## src/rtl/scs_regs.svh

```systemverilog
`ifndef SCS_REGS_SVH
`define SCS_REGS_SVH

// ****************************************************************
// register indices (byte address is four times the index)
// ****************************************************************
`define SCS_IDX_PCG1       14'h1C02
`define SCS_IDX_PCG2       14'h1C03
`define SCS_IDX_RST_LOAD   14'h1C04
`define SCS_IDX_RST_CTRL   14'h1C05
`define SCS_IDX_IDLE       14'h0001
`define SCS_IDX_PLL        14'h1C20
`define SCS_IDX_USB_CTRL   14'h1C32
`define SCS_IDX_BOOT       14'h1C34
`define SCS_IDX_RTC_LO     14'h1900
`define SCS_IDX_RTC_HI     14'h197F
`define SCS_IDX_RTC_PMGT   14'h1930

// ****************************************************************
// fields, reset values, counts
// ****************************************************************
`define SCS_USB_OSC_OFF    5
`define SCS_USB_BIAS_OFF   4
`define SCS_USB_OFF_MASK   16'h0030
`define SCS_IDLE_ALL       16'hFFFE
`define SCS_RST_ZERO       16'h0000
`define SCS_PLL_BOOT0      16'h0101
`define SCS_PLL_BOOT1      16'h0102
`define SCS_PLL_BOOT2      16'h0103
`define SCS_PLL_BOOT3      16'h0104
`define SCS_LATCH_LAST     16'h0009
`define SCS_PROBE_LAST     16'h000F

`endif

```

## src/rtl/scs_pkg.sv

```systemverilog
package scs_pkg;

  typedef enum logic [3:0] {
    ST_LATCH  = 4'h1,
    ST_CONFIG = 4'h2,
    ST_PROBE  = 4'h4,
    ST_USER   = 4'h8
  } scs_fsm_type;

  typedef enum logic [3:0] {
    RG_NONE   = 4'h0,
    RG_PCG1   = 4'h1,
    RG_PCG2   = 4'h2,
    RG_RST_LOAD = 4'h3,
    RG_RST_CTRL = 4'h4,
    RG_IDLE     = 4'h5,
    RG_PLL      = 4'h6,
    RG_USB_CTRL = 4'h7,
    RG_BOOT   = 4'h8,
    RG_RTC    = 4'h9
  } scs_reg_type;

  typedef struct packed {
    logic [7:0] stage1;
    logic [7:0] stage2;
  } scs_sync_state_type;

  typedef struct packed {
    scs_fsm_type  fsm;
    logic [15:0]  cnt;
    logic         clk_sel;
    logic [5:0]   boot_sel;
    logic [15:0]  pcg1;
    logic [15:0]  pcg2;
    logic [15:0]  rst_load;
    logic [15:0]  rst_act;
    logic [15:0]  rst_cnt;
    logic [15:0]  idle_cfg;
    logic [15:0]  pll_cfg;
    logic [15:0]  usb_ctrl;
    logic [15:0]  rtc_pmgt;
    logic         osc_en;
    logic         ref_ext;
    logic         boot_done;
    logic         pready;
    logic         pslverr;
    logic [31:0]  prdata;
  } scs_state_type;

endpackage

```

## src/rtl/scs_sync.sv

```systemverilog
`timescale 1ns/10ps
module scs_sync
  import scs_pkg::*;
(
  input  wire logic       clk,
  input  wire logic       rst_n,
  input  wire logic [7:0] async_in,
  output logic      [7:0] sync_out
);

  scs_sync_state_type s;
  scs_sync_state_type next_s;

  always_comb begin
    next_s        = s;
    next_s.stage1 = async_in;
    next_s.stage2 = s.stage1;
  end

  always_ff @(posedge clk) begin
    if (!rst_n) begin
      s <= '0;
    end else begin
      s <= next_s;
    end
  end

  assign sync_out = s.stage2;

endmodule

```

## src/rtl/scs_top.sv

```systemverilog
`timescale 1ns/10ps
`include "scs_regs.svh"
module scs_top
  import scs_pkg::*;
(
  input  wire logic        CLK,
  input  wire logic        RST_N,
  input  wire logic        PSEL,
  input  wire logic        PENABLE,
  input  wire logic        PWRITE,
  input  wire logic [15:0] PADDR,
  input  wire logic [31:0] PWDATA,
  output logic      [31:0] PRDATA,
  output logic             PREADY,
  output logic             PSLVERR,
  input  wire logic [5:0]  GPIO_BOOT_PINS,
  input  wire logic        CLK_SEL,
  input  wire logic        RTC_OSC_RUN,
  output logic      [31:0] PERIPH_CLK_EN,
  output logic      [15:0] PERIPH_RST,
  output logic      [15:0] IDLE_CFG,
  output logic      [15:0] PLL_CFG,
  output logic             USB_OSC_EN,
  output logic             PLL_REF_EXT,
  output logic      [15:0] RTC_PWR_MGMT,
  output logic             BOOT_DONE
);

  // ****************************************************************
  // helpers
  // ****************************************************************
  function automatic scs_reg_type scs_decode(input logic [13:0] idx);
    scs_reg_type r;
    r = RG_NONE;
    case (idx)
      `SCS_IDX_PCG1:     r = RG_PCG1;
      `SCS_IDX_PCG2:     r = RG_PCG2;
      `SCS_IDX_RST_LOAD: r = RG_RST_LOAD;
      `SCS_IDX_RST_CTRL: r = RG_RST_CTRL;
      `SCS_IDX_IDLE:     r = RG_IDLE;
      `SCS_IDX_PLL:      r = RG_PLL;
      `SCS_IDX_USB_CTRL: r = RG_USB_CTRL;
      `SCS_IDX_BOOT:     r = RG_BOOT;
      `SCS_IDX_RTC_PMGT: r = RG_RTC;
      default:           r = RG_NONE;
    endcase
    return r;
  endfunction

  function automatic logic scs_in_rtc(input logic [13:0] idx);
    return (idx >= `SCS_IDX_RTC_LO) && (idx <= `SCS_IDX_RTC_HI);
  endfunction

  function automatic logic [31:0] scs_probe_mask(input logic [5:0] sel);
    logic [31:0] m;
    m = 32'h00000000;
    m[{1'b0, sel[3:0]}] = 1'b1;
    return m;
  endfunction

  function automatic logic [15:0] scs_boot_pll(input logic [5:0] sel);
    logic [15:0] v;
    v = `SCS_PLL_BOOT0;
    case (sel[5:4])
      2'h0:    v = `SCS_PLL_BOOT0;
      2'h1:    v = `SCS_PLL_BOOT1;
      2'h2:    v = `SCS_PLL_BOOT2;
      2'h3:    v = `SCS_PLL_BOOT3;
      default: v = `SCS_PLL_BOOT0;
    endcase
    return v;
  endfunction

  // ****************************************************************
  // pin synchronisers
  // ****************************************************************
  logic [7:0]    sync_pins;
  logic [5:0]    boot_pins_s;
  logic          clk_sel_s;
  logic          rtc_run_s;
  scs_state_type s;
  scs_state_type next_s;
  logic [13:0]   idx;
  scs_reg_type   sel;
  logic          blocked;
  logic          bad;
  logic [31:0]   rd;
  logic          wr_go;
  logic [31:0]   probe_mask;

  scs_sync u_sync (
    .clk      (CLK),
    .rst_n    (RST_N),
    .async_in ({RTC_OSC_RUN, CLK_SEL, GPIO_BOOT_PINS}),
    .sync_out (sync_pins)
  );

  assign boot_pins_s = sync_pins[5:0];
  assign clk_sel_s   = sync_pins[6];
  assign rtc_run_s   = sync_pins[7];

  // ****************************************************************
  // bus decode
  // ****************************************************************
  assign idx        = PADDR[15:2];
  assign sel        = scs_decode(idx);
  // the whole RTC window goes dark with its oscillator, not just one register
  assign blocked    = scs_in_rtc(idx) && !rtc_run_s;
  assign bad        = (sel == RG_NONE) || blocked;
  assign wr_go      = PSEL && PENABLE && s.pready && PWRITE && !s.pslverr;
  assign probe_mask = scs_probe_mask(s.boot_sel);

  always_comb begin
    rd = 32'h00000000;
    case (sel)
      RG_PCG1:   rd = {16'h0000, s.pcg1};
      RG_PCG2:   rd = {16'h0000, s.pcg2};
      RG_RST_LOAD: rd = {16'h0000, s.rst_load};
      RG_RST_CTRL: rd = {16'h0000, s.rst_act};
      RG_IDLE:     rd = {16'h0000, s.idle_cfg};
      RG_PLL:      rd = {16'h0000, s.pll_cfg};
      RG_USB_CTRL: rd = {16'h0000, s.usb_ctrl};
      RG_BOOT:   rd = {26'h0000000, s.boot_sel};
      RG_RTC:    rd = {16'h0000, s.rtc_pmgt};
      default:   rd = 32'h00000000;
    endcase
    if (blocked) begin
      rd = 32'h00000000;
    end
  end

  // ****************************************************************
  // next state
  // ****************************************************************
  always_comb begin
    next_s = s;

    // bus answers only after handoff, so software never races the boot steps
    next_s.pready  = PSEL && !s.pready && s.boot_done;
    next_s.pslverr = 1'b0;
    if (PSEL && !s.pready && s.boot_done) begin
      next_s.pslverr = bad;
      next_s.prdata  = bad ? 32'h00000000 : rd;
    end

    if (s.rst_cnt != 16'h0000) begin
      next_s.rst_cnt = s.rst_cnt - 16'h0001;
      if (s.rst_cnt == 16'h0001) begin
        next_s.rst_act = `SCS_RST_ZERO;
      end
    end

    case (s.fsm)
      ST_LATCH: begin
        next_s.cnt = s.cnt + 16'h0001;
        if (s.cnt == `SCS_LATCH_LAST) begin
          next_s.boot_sel = boot_pins_s;
          next_s.clk_sel  = clk_sel_s;
          // oscillator starts off when the external pin is the source
          next_s.usb_ctrl = clk_sel_s ? `SCS_USB_OFF_MASK : 16'h0000;
          next_s.cnt      = 16'h0000;
          next_s.fsm      = ST_CONFIG;
        end
      end
      ST_CONFIG: begin
        next_s.pll_cfg = scs_boot_pll(s.boot_sel);
        next_s.pcg1    = probe_mask[15:0];
        next_s.pcg2    = probe_mask[31:16];
        next_s.fsm     = ST_PROBE;
      end
      ST_PROBE: begin
        next_s.cnt = s.cnt + 16'h0001;
        if (s.cnt == `SCS_PROBE_LAST) begin
          next_s.pcg1      = 16'h0000;
          next_s.pcg2      = 16'h0000;
          next_s.idle_cfg  = `SCS_IDLE_ALL;
          next_s.boot_done = 1'b1;
          next_s.cnt       = 16'h0000;
          next_s.fsm       = ST_USER;
        end
      end
      ST_USER: begin
        if (wr_go) begin
          case (sel)
            RG_PCG1:   next_s.pcg1 = PWDATA[15:0];
            RG_PCG2:   next_s.pcg2 = PWDATA[15:0];
            RG_RST_LOAD: next_s.rst_load = PWDATA[15:0];
            RG_RST_CTRL: begin
              // a write during a running pulse adds its bits and restarts the count
              next_s.rst_act = s.rst_act | PWDATA[15:0];
              next_s.rst_cnt = (s.rst_load == 16'h0000) ? 16'h0001 : s.rst_load;
            end
            RG_IDLE:     next_s.idle_cfg = PWDATA[15:0];
            RG_PLL:      next_s.pll_cfg = PWDATA[15:0];
            RG_USB_CTRL: begin
              next_s.usb_ctrl = PWDATA[15:0];
              if (!s.clk_sel) begin
                // oscillator is the system source here, so its off bits stay clear
                next_s.usb_ctrl = PWDATA[15:0] & ~`SCS_USB_OFF_MASK;
              end
            end
            RG_RTC:    next_s.rtc_pmgt = PWDATA[15:0];
            default:   next_s.rtc_pmgt = s.rtc_pmgt;
          endcase
        end
      end
      default: begin
        next_s.fsm = ST_LATCH;
        next_s.cnt = 16'h0000;
      end
    endcase

    // both off bits must be clear for the oscillator to run
    next_s.osc_en  = !next_s.clk_sel ||
                     (!next_s.usb_ctrl[`SCS_USB_OSC_OFF] &&
                      !next_s.usb_ctrl[`SCS_USB_BIAS_OFF]);
    next_s.ref_ext = next_s.clk_sel;
  end

  always_ff @(posedge CLK) begin
    if (!RST_N) begin
      s           <= '0;
      s.fsm       <= ST_LATCH;
      s.osc_en    <= 1'b1;
      s.rst_act   <= `SCS_RST_ZERO;
    end else begin
      s <= next_s;
    end
  end

  // ****************************************************************
  // outputs
  // ****************************************************************
  assign PRDATA        = s.prdata;
  assign PREADY        = s.pready;
  assign PSLVERR       = s.pslverr;
  assign PERIPH_CLK_EN = {s.pcg2, s.pcg1};
  assign PERIPH_RST    = s.rst_act;
  assign IDLE_CFG      = s.idle_cfg;
  assign PLL_CFG       = s.pll_cfg;
  assign USB_OSC_EN    = s.osc_en;
  assign PLL_REF_EXT   = s.ref_ext;
  assign RTC_PWR_MGMT  = s.rtc_pmgt;
  assign BOOT_DONE     = s.boot_done;
endmodule

```

## config.mk

```make
export PLATFORM = sky130hd
export DESIGN_NAME = scs_top
export DESIGN_NICKNAME = d
export VERILOG_FILES = /design/src/rtl/scs_pkg.sv /design/src/rtl/scs_sync.sv /design/src/rtl/scs_top.sv
export VERILOG_INCLUDE_DIRS = /design/src /design/src/rtl
export SDC_FILE = /design/constraint.sdc
export NUM_CORES = 1
export LEC_CHECK = 0
export BUFFER_PORTS_ARGS = -buffer_cell sky130_fd_sc_hd__clkbuf_2
export CORE_ASPECT_RATIO = 0.5
export CORE_MARGIN = 3
export CORE_UTILIZATION = 35
export DETAILED_ROUTE_END_ITERATION = 12
export PLACE_DENSITY_LB_ADDON = 0.25
export SLEW_MARGIN = 20
export SYNTH_ARGS = -nofsm -noshare
export SYNTH_HDL_FRONTEND = slang
export SYNTH_SLANG_ARGS = --single-unit
```

## constraint.sdc

```tcl
create_clock -name CLK -period 2.8 [get_ports CLK]
set_input_delay 0.14 -clock CLK [delete_from_list [all_inputs] [get_ports CLK]]
set_output_delay 0.14 -clock CLK [all_outputs]
set_load 0.02 [all_outputs]
```

### Yosys cells after proc, flatten, opt, wreduce, memory -nomap -nowiden

Index checks and enable logic that the tools add are counted.

* $add $sub $neg: 2
* order comparisons: 4
* equal/unequal tests: 36
* muxes and demuxes: 34
* bitwise gates (word level): 2
* reduce and logical (&&, ||, !) cells: 38

Operators with widths (number)
* 32-bit 2-to-1 mux: 6
* 16-bit 2-to-1 mux: 11
* 144-bit 2-to-1 mux: 1
* 16-bit one-hot mux with 9 select lines: 1
* 14-bit by 13-bit == test with 1-bit output, second input constant: 8
* 16-bit one-hot mux with 2 select lines: 3
* 32-bit one-hot mux with 3 select lines: 1
* 16-bit one-hot mux with 4 select lines: 1
* 16-bit one-hot mux with 3 select lines: 1
* 4-bit one-hot mux with 9 select lines: 1
* 16-bit by 4-bit == test with 1-bit output, second input constant: 2
* 27-bit 2-to-1 mux: 1
* 4-bit by 3-bit == test with 1-bit output, second input constant: 5
* 20-bit 2-to-1 mux: 1
* 16-bit by 1-bit adder with 16-bit output, second input constant: 1
* 16-bit by 1-bit == test with 1-bit output, second input constant: 1
* 16-bit logical NOT: 1
* 2-bit inequality test, second input constant: 8
* 16-bit OR: 1
* 4-bit one-hot mux with 4 select lines: 1
* 4-bit AND reduction: 4
* 16-bit nonzero test: 1
* 16-bit by 1-bit subtractor with 16-bit output, second input constant: 1
* 14-bit by 1-bit == test with 1-bit output, second input constant: 1
* other kinds (24): 53

* register bits: 223
* bits of input ports: 61
* output and inout port bits: 133
* word-level logic and storage cells: 137

### Logic depth before layout (Yosys ltp)

Gate-level depths: netlist (run 1).

* depth in word-level cells: 9
* mapped depth: 9
* gate-level depth less buffers: 7

### Cells and area by module

From an unflattened synthesis (run 1), not the netlist that was laid out.

* cells, all modules: 1291
* area, all modules: 10435.0 µm²

By module, submodules not included
* scs_top: instances 1, cells an instance 1258, area an instance 9988.3 µm², seq. area each 3823.7 µm²
* scs_sync: instances 1, cells an instance 33, area an instance 446.7 µm², seq. area each 320.3 µm²

### Worst setup path after synthesis (run 1)

OpenSTA, ideal clock, no wires.

* kind: flip-flop to flip-flop
* start: register s[188] (netlist bit)
* end: register s, in the netlist PERIPH_CLK_EN[10]
* library setup time: 0.137 ns
* arrival time: 1.835 ns
* required time: 2.663 ns
* setup slack: 0.828 ns
* stages on the path, launching flop included: 10
* buffers on the path: 3
* clock period less this slack: 1.972 ns
* cell sequence: dfxtp_1 > ha_1 > nor4bb_1 > nand4_1 > nand2_1 > buf_2 > and2_1 > buf_2 > buf_6 > a211oi_1

* word-level cells in the longest chain between the ends: 3

RTL lines
* from (decl): line scs_top.sv:81 `scs_state_type s;`
* from (signal assigned): line scs_top.sv:227 `s <= next_s;`
* 16-bit by 4-bit == test with 1-bit output (no line)
* 2-bit inequality test (no line)
* 4-bit AND reduction (no line)

No other way between the ends.
A chain may end at the register's enable or synchronous reset.

### Worst setup path in the final report (run 1)

* start: register s[207] (netlist bit)
* end: register s[106] (netlist bit)

* word-level cells in the longest chain between the ends: 2

RTL lines
* 4-bit == test: line scs_top.sv:153 `case (s.fsm)`
* 32-bit 2-to-1 mux: line scs_top.sv:153

No other way between the ends.

==> impl_metrics.py, run 1 <==
metrics = {
    "route": {
        "wl_per_cell_um": 20.69,
        "wirelength_um": 34540,
        "drtAntennaViolNets": 0,
        "vias": 9044,
        "drc_errors": 0,
        "dr.pass1.iters": 5,
        "via_per_inst": 5.419,
        "drtIter0Drc": 728,
    },
    "floorplan": {
        "pin_count": 194,
        "core_um2": 29780,
        "fp.dieW_um": 255.4,
        "dieArea_um2": 33380,
        "die_y_um": 130.7,
        "start_util_pct": 36.54,
        "rows": 44,
    },
    "critical_path": {
        "r2r_setup_slack_ns": 0.27,
        "max_stage_delay_ns": 0.61,
        "cp-start-kind": "flip-flop",
        "slowest_stage": "dfxtp_1",
        "r2r_end": "s[106]",
        "crit_chain": "nor4b_4 > nand3_1 > or3_1 > buf_4 > nor2_1 > a211oi_2",
        "r2r_cells": 6,
        "crit_required_ns": 3.18,
        "worstSetupPathType": "reg2reg",
        "reg2reg_from": "s[207]",
        "worstPathArrival_ns": 2.91,
        "critPathCaptureType": "flip-flop",
        "worstPathMaxFanout": 27,
        "critical-path-top-delay-family": "simple AND/OR/NAND/NOR gates",
        "crit_buf_inv": 1,
    },
    "timing": {
        "maxSlewHeadroom_pct": 30.46,
        "timing.final.crit_share_pct": 90.22,
        "maxSlewViolCount": 0,
        "fmax_mhz": 395.9,
        "period_needed_ns": 2.526,
        "rsz0062_at_grt": "false",
        "hold_viol": 0,
        "worst_pin_slew_ns": 1.043,
        "postLayoutSetupSlackWorst_ns": 0.2738,
        "finalSetupTns_ns": 0,
        "setup_viol": 0,
        "finalClockSkew_ns": 0.01157,
    },
    "pwr": {
        "swShare_pct": 27.75,
        "pwr-share-seq_pct": 43.2,
        "p_comb_share_pct": 15.7,
        "ir_drop_v": 0.0003299,
        "p_leak_nw": 4.827,
        "power_density_nw_per_um2": 616.8,
        "p_clk_share_pct": 41.1,
        "p_sw_w": 0.002048,
        "p_int_w": 0.005333,
    },
    "global_route": {
        "gr-usage-met2_pct": 32.53,
        "grt_busiest_layer": "met2",
        "grt_pass1_wl_um": 52070,
        "grt_overflow": 0,
        "grt_usage_pct": 19.79,
        "grt_max_degree": 54,
        "met3_usage_pct": 3.062,
        "grt_pass1_vias": 8565,
        "gr-usage-met1_pct": 27.49,
        "antenna_found_initial": 0,
    },
    "final_layout": {
        "n_fill_cell": 2976,
        "drive_gt1_share_pct": 23.27,
        "final_common_cell": "dfxtp_1",
        "insertedDiodeCount": 0,
        "layout_common_cells": "207 x dfxtp_1, 158 x clkbuf_2, 138 x nand2_1, 86 x nor2_1, 61 x a21oi_1",
        "syn2layout_area_growth_pct": 9.945,
        "fin_nets": 1308,
    },
    "synthesis": {
        "ys_seq_elements": 207,
        "synth_edf_count": 0,
        "syn_area_per_cell_um2": 8.965,
        "synth_top_flop_cell": "dfxtp_1",
        "yosys_warnings": 0,
        "ys_seq_area_share_pct": 38.08,
        "ys_async_sr_fraction_pct": 0,
        "ys_types": 80,
        "netlist_area_um2": 10880,
        "synthCells": 1214,
    },
    "place": {
        "routabilityCongestion": 0.9126,
        "numPortBuffers": 159,
        "place_ws_ns": 0.3656,
        "dpl.hpwl_um": 25460,
    },
    "worst_hold_path": {
        "worstHoldPathCells": 3,
        "worstHoldStart": "PWDATA[14]",
        "min_to": "RTC_PWR_MGMT[14]",
        "hp-class": "in2reg",
    },
    "run": {
        "drv_cap": 0,
    },
    "clocking": {
        "root_buffer": "clkbuf_16",
        "cts_resized": 0,
        "cts.reportedPaths.clkPinSlew_ns": 0.06,
        "cts_hold_buffers": 11,
        "clockBufferDepth": 3,
        "cts_tree": "done",
        "htreeDepth": 1,
        "cts_setup_buffers": 0,
        "insertion_delay_ns": 0.51,
        "cts_made_buffers": 22,
        "cts.sinks": 207,
    },
    "outcome": {
        "outcome": "complete, no violations",
    },
}
-- power groups by stage --
stage	combinational, W	sequential, W	clock [W]
final	0.00116	0.00319	0.00303
after global routing	0.00127	0.00321	0.00321
after CTS	0.00115	0.00319	0.00309
after detailed placement	0.00113	0.00325	0
after global placement	0.00110	0.00325	0
after floorplan	0.000901	0.00322	0
-- metrics by stage --
stage	total power, W	hold slack [ns]	cells	util [%]	area (um2)
floorplan	0.004118	0.2673	1229	-	10940
global placement	0.004349	0.3470	1619	37.28	11100
detailed placement	0.004385	0.3499	1619	37.28	11100
CTS	0.007430	0.002346	1669	40.17	11970
global route	0.007696	0.01157	1669	40.17	11970
finish	0.007380	0.01987	1669	40.17	11970
-- layer usage --
layer  vias up  wire [um]
li1       4293          -
met1      4430      15940
met2       282      15840
met3        39       2060
met4         0        695
met5         -          0
-- synthesized netlist by cell type, types with 16 or more instances --
| library cell | number | share of area, % |
|---|---|---|
| a211oi_1 | 22 | 1.5 |
| a21oi_1 | 61 | 2.8 |
| a221oi_1 | 19 | 1.5 |
| a22oi_1 | 49 | 3.4 |
| and2_1 | 25 | 1.4 |
| buf_2 | 34 | 1.6 |
| buf_4 | 132 | 9.1 |
| clkbuf_1 | 40 | 1.4 |
| dfxtp_1 | 207 | 38 |
| mux2_2 | 16 | 1.7 |
| mux2i_1 | 57 | 5.2 |
| nand2_1 | 138 | 4.8 |
| nand3_1 | 42 | 1.9 |
| nor2_1 | 86 | 3.0 |
| nor4_1 | 16 | 0.92 |
-- area by class of cell --
type	instances	area (um2)	share of cell area, %
multi-input cells	799	5380	44.97
clock buffers	34	696.9	5.825
flip-flops and latches	207	4144	34.63
inverters	10	38.79	0.3242
well taps	414	518.0	4.329
repair buffers	200	1131	9.453
clock inverters	5	56.30	0.4706
-- worst max path at each step --
stage,startpoint,to,slack [ns],cells after the start
CTS,s[207],RTC_PWR_MGMT[1],0.35,6
finish,s[207],s[106],0.27,6
global placement,s[188],PERIPH_CLK_EN[9],0.40,8
detailed placement,s[207],RTC_PWR_MGMT[1],0.37,6
floorplan,s[188],PERIPH_CLK_EN[10],0.83,9
global route,s[207],RTC_PWR_MGMT[0],0.08,6
-- tightest hold or removal path, stage by stage --
cell	delay, ns
clkbuf_2	0.19
nand2_1	0.09
a21oi_1	0.06
-- logic make-up (layout without fill, tap and decap cells) --
family	after synthesis	after routing	share of synthesized area, %
flops	207	207	38.08
mux	73	73	6.898
buf+inv	223	249	13.05
xor+xnor	26	26	2.092
fa+ha+maj	7	7	0.8047
compound gates	264	264	18.80
other cells	1	16	0.03446
simple gates	413	413	20.25
-- flip-flops by register name (all words and copies together), names as in the netlist --
| signal | cells |
|---|---|
| RTC_PWR_MGMT | 16 |
| IDLE_CFG | 16 |
| BOOT_DONE | 1 |
| PREADY | 1 |
| s | 74 |
| u_sync.sync_out | 8 |
| PERIPH_RST | 16 |
| USB_OSC_EN | 1 |
| PLL_CFG | 16 |
| PSLVERR | 1 |
| u_sync.next_s | 8 |
| PERIPH_CLK_EN | 32 |
| PRDATA | 16 |
| PLL_REF_EXT | 1 |
Note: power is estimated with default switching activity, not from simulation.
==> run 2: changes to the inputs <==
--- a/config.mk
+++ b/config.mk
@@ -11,7 +11,7 @@
 export CORE_MARGIN = 3
 export CORE_UTILIZATION = 35
 export DETAILED_ROUTE_END_ITERATION = 12
-export PLACE_DENSITY_LB_ADDON = 0.25
+export PLACE_DENSITY_LB_ADDON = 0.08
 export SLEW_MARGIN = 20
 export SYNTH_ARGS = -nofsm -noshare
 export SYNTH_HDL_FRONTEND = slang
==> run 2 against run 1 <==
Non-clock buffer count increased by 2; critical path depth unchanged; cell count decreased by 0.18%; core utilization decreased by 0.088 points; critical path type unchanged; largest cell class unchanged; clock-buffer cell count decreased by 7; combinational power about the same; maximum frequency increased by 2.7%; worst setup slack improved by 0.067 ns; register-to-register slack improved by 0.07 ns.
==> impl_metrics.py, run 2 (synthesis gave the netlist of run 1 again) <==
metrics = {
    "outcome": {
        "outcome": "complete, no violations",
    },
    "timing": {
        "hold_viol": 0,
        "finalClockSkew_ns": 0.02399,
        "rsz0062_at_grt": "false",
        "whs_ns": 0.01581,
        "period_needed_ns": 2.460,
        "maxSlewViolCount": 0,
        "maxSlewHeadroom_pct": 37.44,
        "setup_viol": 0,
        "timing.final.crit_share_pct": 87.84,
        "fmax_mhz": 406.6,
        "finalSetupTns_ns": 0,
        "worst_pin_slew_ns": 0.9383,
    },
    "final_layout": {
        "insertedDiodeCount": 0,
        "fin_nets": 1309,
        "largest_reg_flops": 74,
        "syn2layout_area_growth_pct": 9.704,
        "layout_common_cells": "207 x dfxtp_1, 158 x clkbuf_2, 138 x nand2_1, 86 x nor2_1, 61 x a21oi_1",
        "final_common_cell": "dfxtp_1",
        "drive_gt1_share_pct": 23.00,
        "top_register": "s",
        "final_cells": 1666,
        "final_core_util_pct": 40.09,
    },
    "floorplan": {
        "fp.dieW_um": 255.4,
        "pin_count": 194,
        "dieArea_um2": 33380,
        "core_um2": 29780,
        "rows": 44,
        "die_y_um": 130.7,
        "start_util_pct": 36.54,
    },
    "global_route": {
        "grt_pass1_vias": 8540,
        "antenna_found_initial": 1,
        "grt_overflow": 0,
        "grt_max_degree": 111,
        "grt_usage_pct": 20.65,
        "grt_pass1_wl_um": 53690,
    },
    "pwr": {
        "p_clk_share_pct": 40.4,
        "p_leak_nw": 4.806,
        "p_int_w": 0.005240,
        "p_comb_share_pct": 15.9,
        "power_density_nw_per_um2": 611.3,
        "ir_drop_v": 0.0003450,
        "p_sw_w": 0.002058,
        "swShare_pct": 28.20,
        "pwr-share-seq_pct": 43.7,
    },
    "critical_path": {
        "slowest_stage": "nor4b_4",
        "worstPathMaxFanout": 16,
        "critical-path-top-delay-family": "simple AND/OR/NAND/NOR gates",
        "critPathCaptureType": "flip-flop",
        "crit_buf_inv": 1,
        "crit_required_ns": 3.18,
        "crit_chain": "nor4b_4 > and3_1 > buf_4 > nand2_1 > nand2_1 > a21oi_1",
        "max_stage_delay_ns": 0.50,
        "crit_top_cell": "nand2_1",
        "cp-start-kind": "flip-flop",
        "worstPathArrival_ns": 2.84,
        "worstSetupPathType": "reg2reg",
    },
    "clocking": {
        "cts_resized": 0,
        "cts.sinks": 207,
        "clockBufferDepth": 3,
        "cts.reportedPaths.clkPinSlew_ns": 0.07,
        "insertion_delay_ns": 0.52,
        "htreeDepth": 1,
        "cts_tree": "done",
        "cts_made_buffers": 21,
        "root_buffer": "clkbuf_16",
    },
    "place": {
        "routabilityCongestion": 0.8979,
        "numPortBuffers": 159,
        "dp.cells": 1621,
        "dpl.hpwl_um": 26280,
    },
    "route": {
        "drtIter0Drc": 625,
        "drtAntennaViolNets": 0,
        "drc_errors": 0,
        "wl_per_cell_um": 21.56,
        "vias": 9084,
        "wirelength_um": 35920,
        "via_per_inst": 5.453,
        "dr.pass1.iters": 5,
    },
    "worst_hold_path": {
        "hp-class": "in2reg",
    },
    "run": {
        "drv_cap": 0,
    },
}
run 2: cell count changes in the layout (fill, tap and decap cells not counted):
cell / change
clkinv_2: -1
clkinv_4: -1
clkinvlp_4: +1
bufinv_16: +2
inv_6: +1
clkbuf_1: +1
buf_12: +2
clkbuf_16: -2
clkbuf_8: -6
run 2: layout make-up:
cell class	instances	area, um2
fill	3025	17840
multi-input combinational	799	5380
sequential	207	4144
timing repair buffer	202	1171
clock buffer	27	568.0
tap	414	518.0
clock inverter	7	118.9
inverter	10	38.79
run 2: worst min-delay path, delay by kind of cell:
| family | cells | cell delay (ns) |
|---|---|---|
| buf+inv | 1 | 0.20 |
| simple gates | 1 | 0.10 |
| compound gates | 1 | 0.05 |
run 2: metal layers:
layer	GRT usage, %	share of wire, %	vias up
li1	-	-	4295
met1	28.69	46	4456
met2	33.31	45	291
met3	4.833	7.3	40
met4	3.634	1.5	2
met5	0	0.036	-
run 2: path summary, 6_finish.rpt:
| kind | depth (start not counted) | to | start | slack, ns |
|---|---|---|---|---|
| max reg2reg | 6 | RTC_PWR_MGMT[9] | s[206] | 0.34 |
| max | 6 | RTC_PWR_MGMT[9] | s[206] | 0.34 |
| min | 3 | RTC_PWR_MGMT[9] | PWDATA[9] | 0.02 |
| min reg2reg | 1 | u_sync.sync_out[0] | u_sync.next_s[0] | 0.43 |
run 2: timing repair:
action                                 4_1_cts  5_1_grt
setup buffers                                0        0
endpoints found under the hold margin       14        0
hold buffers                                11        0
run 2: per-stage QoR:
stage / setup WS, ns / cell area (um2) / total power [W]
floorplan: 0.8276 / 10940 / 0.004118
global placement: 0.4010 / 11140 / 0.004379
detailed placement: 0.3794 / 11140 / 0.004392
CTS: 0.3474 / 11940 / 0.007368
global route: 0.01907 / 11940 / 0.007609
finish: 0.3404 / 11940 / 0.007298
run 2: power groups by stage:
stage	Combinational (W)	Sequential [W]	Clock (W)
4_1_cts	0.00117	0.00318	0.00302
6_report	0.00116	0.00319	0.00295
5_1_grt	0.00128	0.00321	0.00312
3_3_place_gp	0.00114	0.00324	0
3_5_place_dp	0.00114	0.00325	0
2_1_floorplan	0.000901	0.00322	0
==> run 3: changes to the inputs <==
--- a/config.mk
+++ b/config.mk
@@ -7,8 +7,9 @@
 export NUM_CORES = 1
 export LEC_CHECK = 0
 export BUFFER_PORTS_ARGS = -buffer_cell sky130_fd_sc_hd__clkbuf_2
+export CAP_MARGIN = 10
 export CORE_ASPECT_RATIO = 0.5
-export CORE_MARGIN = 3
+export CORE_MARGIN = 10
 export CORE_UTILIZATION = 35
 export DETAILED_ROUTE_END_ITERATION = 12
 export PLACE_DENSITY_LB_ADDON = 0.08
==> run 3 against run 2 <==
Register-to-register slack worse by 0.05 ns; combinational power hardly changed; worst setup slack worse by 0.052 ns; clock skew is 0.016 ns lower; critical path depth stayed put; sequential power hardly changed; sequential share of layout area is 0.19 points lower; via count is 1.5% lower; global-route usage is 2.5 points lower; largest cell class unchanged; highest routed layer is now met4.
==> impl_metrics.py, run 3 (synthesis gave the netlist of run 1 again) <==
metrics = {
    "pwr": {
        "p_int_w": 0.005360,
        "power_density_nw_per_um2": 617.1,
        "p_leak_nw": 4.848,
        "ir_drop_v": 0.0004235,
        "pwr-share-seq_pct": 43.0,
        "p_sw_w": 0.002048,
        "total_power_w": 0.007408,
        "swShare_pct": 27.65,
        "p_comb_share_pct": 15.6,
        "p_clk_share_pct": 41.4,
    },
    "global_route": {
        "grt_pass1_wl_um": 55280,
        "grt_usage_pct": 18.11,
        "antenna_found_initial": 0,
        "grt_overflow": 0,
        "grt_pass1_vias": 8685,
        "grt_max_degree": 73,
    },
    "critical_path": {
        "crit_start": "s[206]",
        "worstSetupPathType": "reg2reg",
        "r2r_cells": 6,
        "worstPathArrival_ns": 2.87,
        "cp-start-kind": "flip-flop",
        "critPathCaptureType": "flip-flop",
        "reg2reg_from": "s[206]",
        "r2r_end": "RTC_PWR_MGMT[4]",
        "crit_required_ns": 3.15,
        "r2r_setup_slack_ns": 0.29,
        "worstPathMaxFanout": 16,
    },
    "timing": {
        "fmax_mhz": 398.1,
        "setup_viol": 0,
        "timing.final.crit_share_pct": 89.71,
        "finalClockSkew_ns": 0.007756,
        "period_needed_ns": 2.512,
        "finalSetupTns_ns": 0,
        "maxSlewViolCount": 0,
        "postLayoutSetupSlackWorst_ns": 0.2880,
        "rsz0062_at_grt": "false",
        "maxSlewHeadroom_pct": 37.32,
        "worst_pin_slew_ns": 0.9401,
        "hold_viol": 0,
    },
    "place": {
        "place_area_um2": 11170,
        "routabilityCongestion": 0.8996,
        "dpl.hpwl_um": 27670,
        "place_ws_ns": 0.3504,
        "numPortBuffers": 159,
    },
    "floorplan": {
        "dieArea_um2": 38980,
        "rows": 45,
        "pin_count": 194,
        "start_util_pct": 35.73,
        "fp.dieW_um": 269.4,
        "die_y_um": 144.7,
        "core_um2": 30460,
    },
    "clocking": {
        "insertion_delay_ns": 0.51,
        "cts_tree": "done",
        "htreeDepth": 1,
        "cts.reportedPaths.clkPinSlew_ns": 0.07,
        "root_buffer": "clkbuf_16",
        "cts_made_buffers": 21,
        "cts.sinks": 207,
        "clockBufferDepth": 3,
    },
    "final_layout": {
        "syn2layout_area_growth_pct": 10.31,
        "largest_reg_flops": 74,
        "top_register": "s",
        "drive_gt1_share_pct": 23.51,
        "final_common_cell": "dfxtp_1",
        "multiInputGateArea_um2": 5380,
        "fin_nets": 1314,
        "n_fill_cell": 3134,
        "layout_common_cells": "207 x dfxtp_1, 158 x clkbuf_2, 138 x nand2_1, 86 x nor2_1, 61 x a21oi_1",
        "design_area_um2": 12010,
        "regArea_um2": 4144,
        "insertedDiodeCount": 0,
    },
    "worst_hold_path": {
        "hp-class": "in2reg",
        "worstHoldStart": "PWDATA[6]",
        "min_to": "RTC_PWR_MGMT[6]",
        "worstHoldPathCells": 3,
    },
    "route": {
        "drtAntennaViolNets": 0,
        "drtIter0Drc": 713,
        "wl_per_cell_um": 21.79,
        "dr.pass1.iters": 5,
        "via_per_inst": 5.317,
        "wirelength_um": 36650,
        "drc_errors": 0,
        "vias": 8944,
    },
    "run": {
        "drv_cap": 0,
    },
    "outcome": {
        "outcome": "complete, no violations",
    },
}
-- run 3: changes by cell type in the layout (fill, tap and decap cells not counted) --
cell,change
clkbuf_1,-1
inv_6,-1
buf_12,-2
clkbuf_8,+1
clkinvlp_4,-1
clkinv_4,+1
clkinv_2,+2
buf_4,+7
bufinv_16,+1
-- run 3: worst max-delay path by stage --
stage / end / slack [ns] / cells after the start
3_3_place_gp: IDLE_CFG[0] / 0.36 / 7
4_1_cts: IDLE_CFG[0] / 0.33 / 7
3_5_place_dp: IDLE_CFG[0] / 0.35 / 7
2_1_floorplan: PERIPH_CLK_EN[10] / 0.83 / 9
6_report: RTC_PWR_MGMT[4] / 0.29 / 6
5_1_grt: IDLE_CFG[0] / 0.05 / 7
-- run 3: cell type report --
type	instances	area share (%)
multi-input combinational	799	44.81
sequential	207	34.52
timing repair buffer	207	9.859
clock buffer	27	4.815
tap	423	4.409
clock inverter	9	1.261
inverter	10	0.3231
-- run 3: per-stage QoR --
step | utilization (%) | hold WS, ns | instances
6_report | 39.41 | 0.04252 | 1682
4_1_cts | 39.41 | 0.009007 | 1682
5_1_grt | 39.41 | 0.03256 | 1682
2_1_floorplan | - | 0.2673 | 1229
3_5_place_dp | 36.66 | 0.3543 | 1635
3_3_place_gp | 36.66 | 0.3530 | 1635
-- run 3: worst max-delay path, cell delays in order (launching register included) --
cell and delay [ns]:
dfxtp_1 0.43, nor4b_4 0.52, and3_1 0.52, buf_4 0.26
nand2_1 0.35, nand2_1 0.18, a21oi_1 0.08
-- run 3: power groups by stage --
| stage | Sequential, W | Combinational, W | Clock [W] |
|---|---|---|---|
| 2_1_floorplan | 0.00322 | 0.000901 | 0 |
| 3_3_place_gp | 0.00324 | 0.00113 | 0 |
| 3_5_place_dp | 0.00325 | 0.00114 | 0 |
| 4_1_cts | 0.00318 | 0.00116 | 0.00312 |
| 5_1_grt | 0.00320 | 0.00128 | 0.00325 |
| 6_report | 0.00318 | 0.00116 | 0.00307 |
-- run 3: per-layer routing --
layer,wire (um),track usage [%],vias to the layer above
met5,0,0,-
met4,504,2.940,0
met3,1767,3.309,31
met2,17100,30.05,200
met1,17280,24.62,4415
li1,-,-,4298
-- run 3: what timing repair did --
action / CTS / global route
hold buffers: 11 / 0
buffers inserted: 0 / 0
endpoints found under the hold margin: 13 / 0
resized for setup: 0 / 0
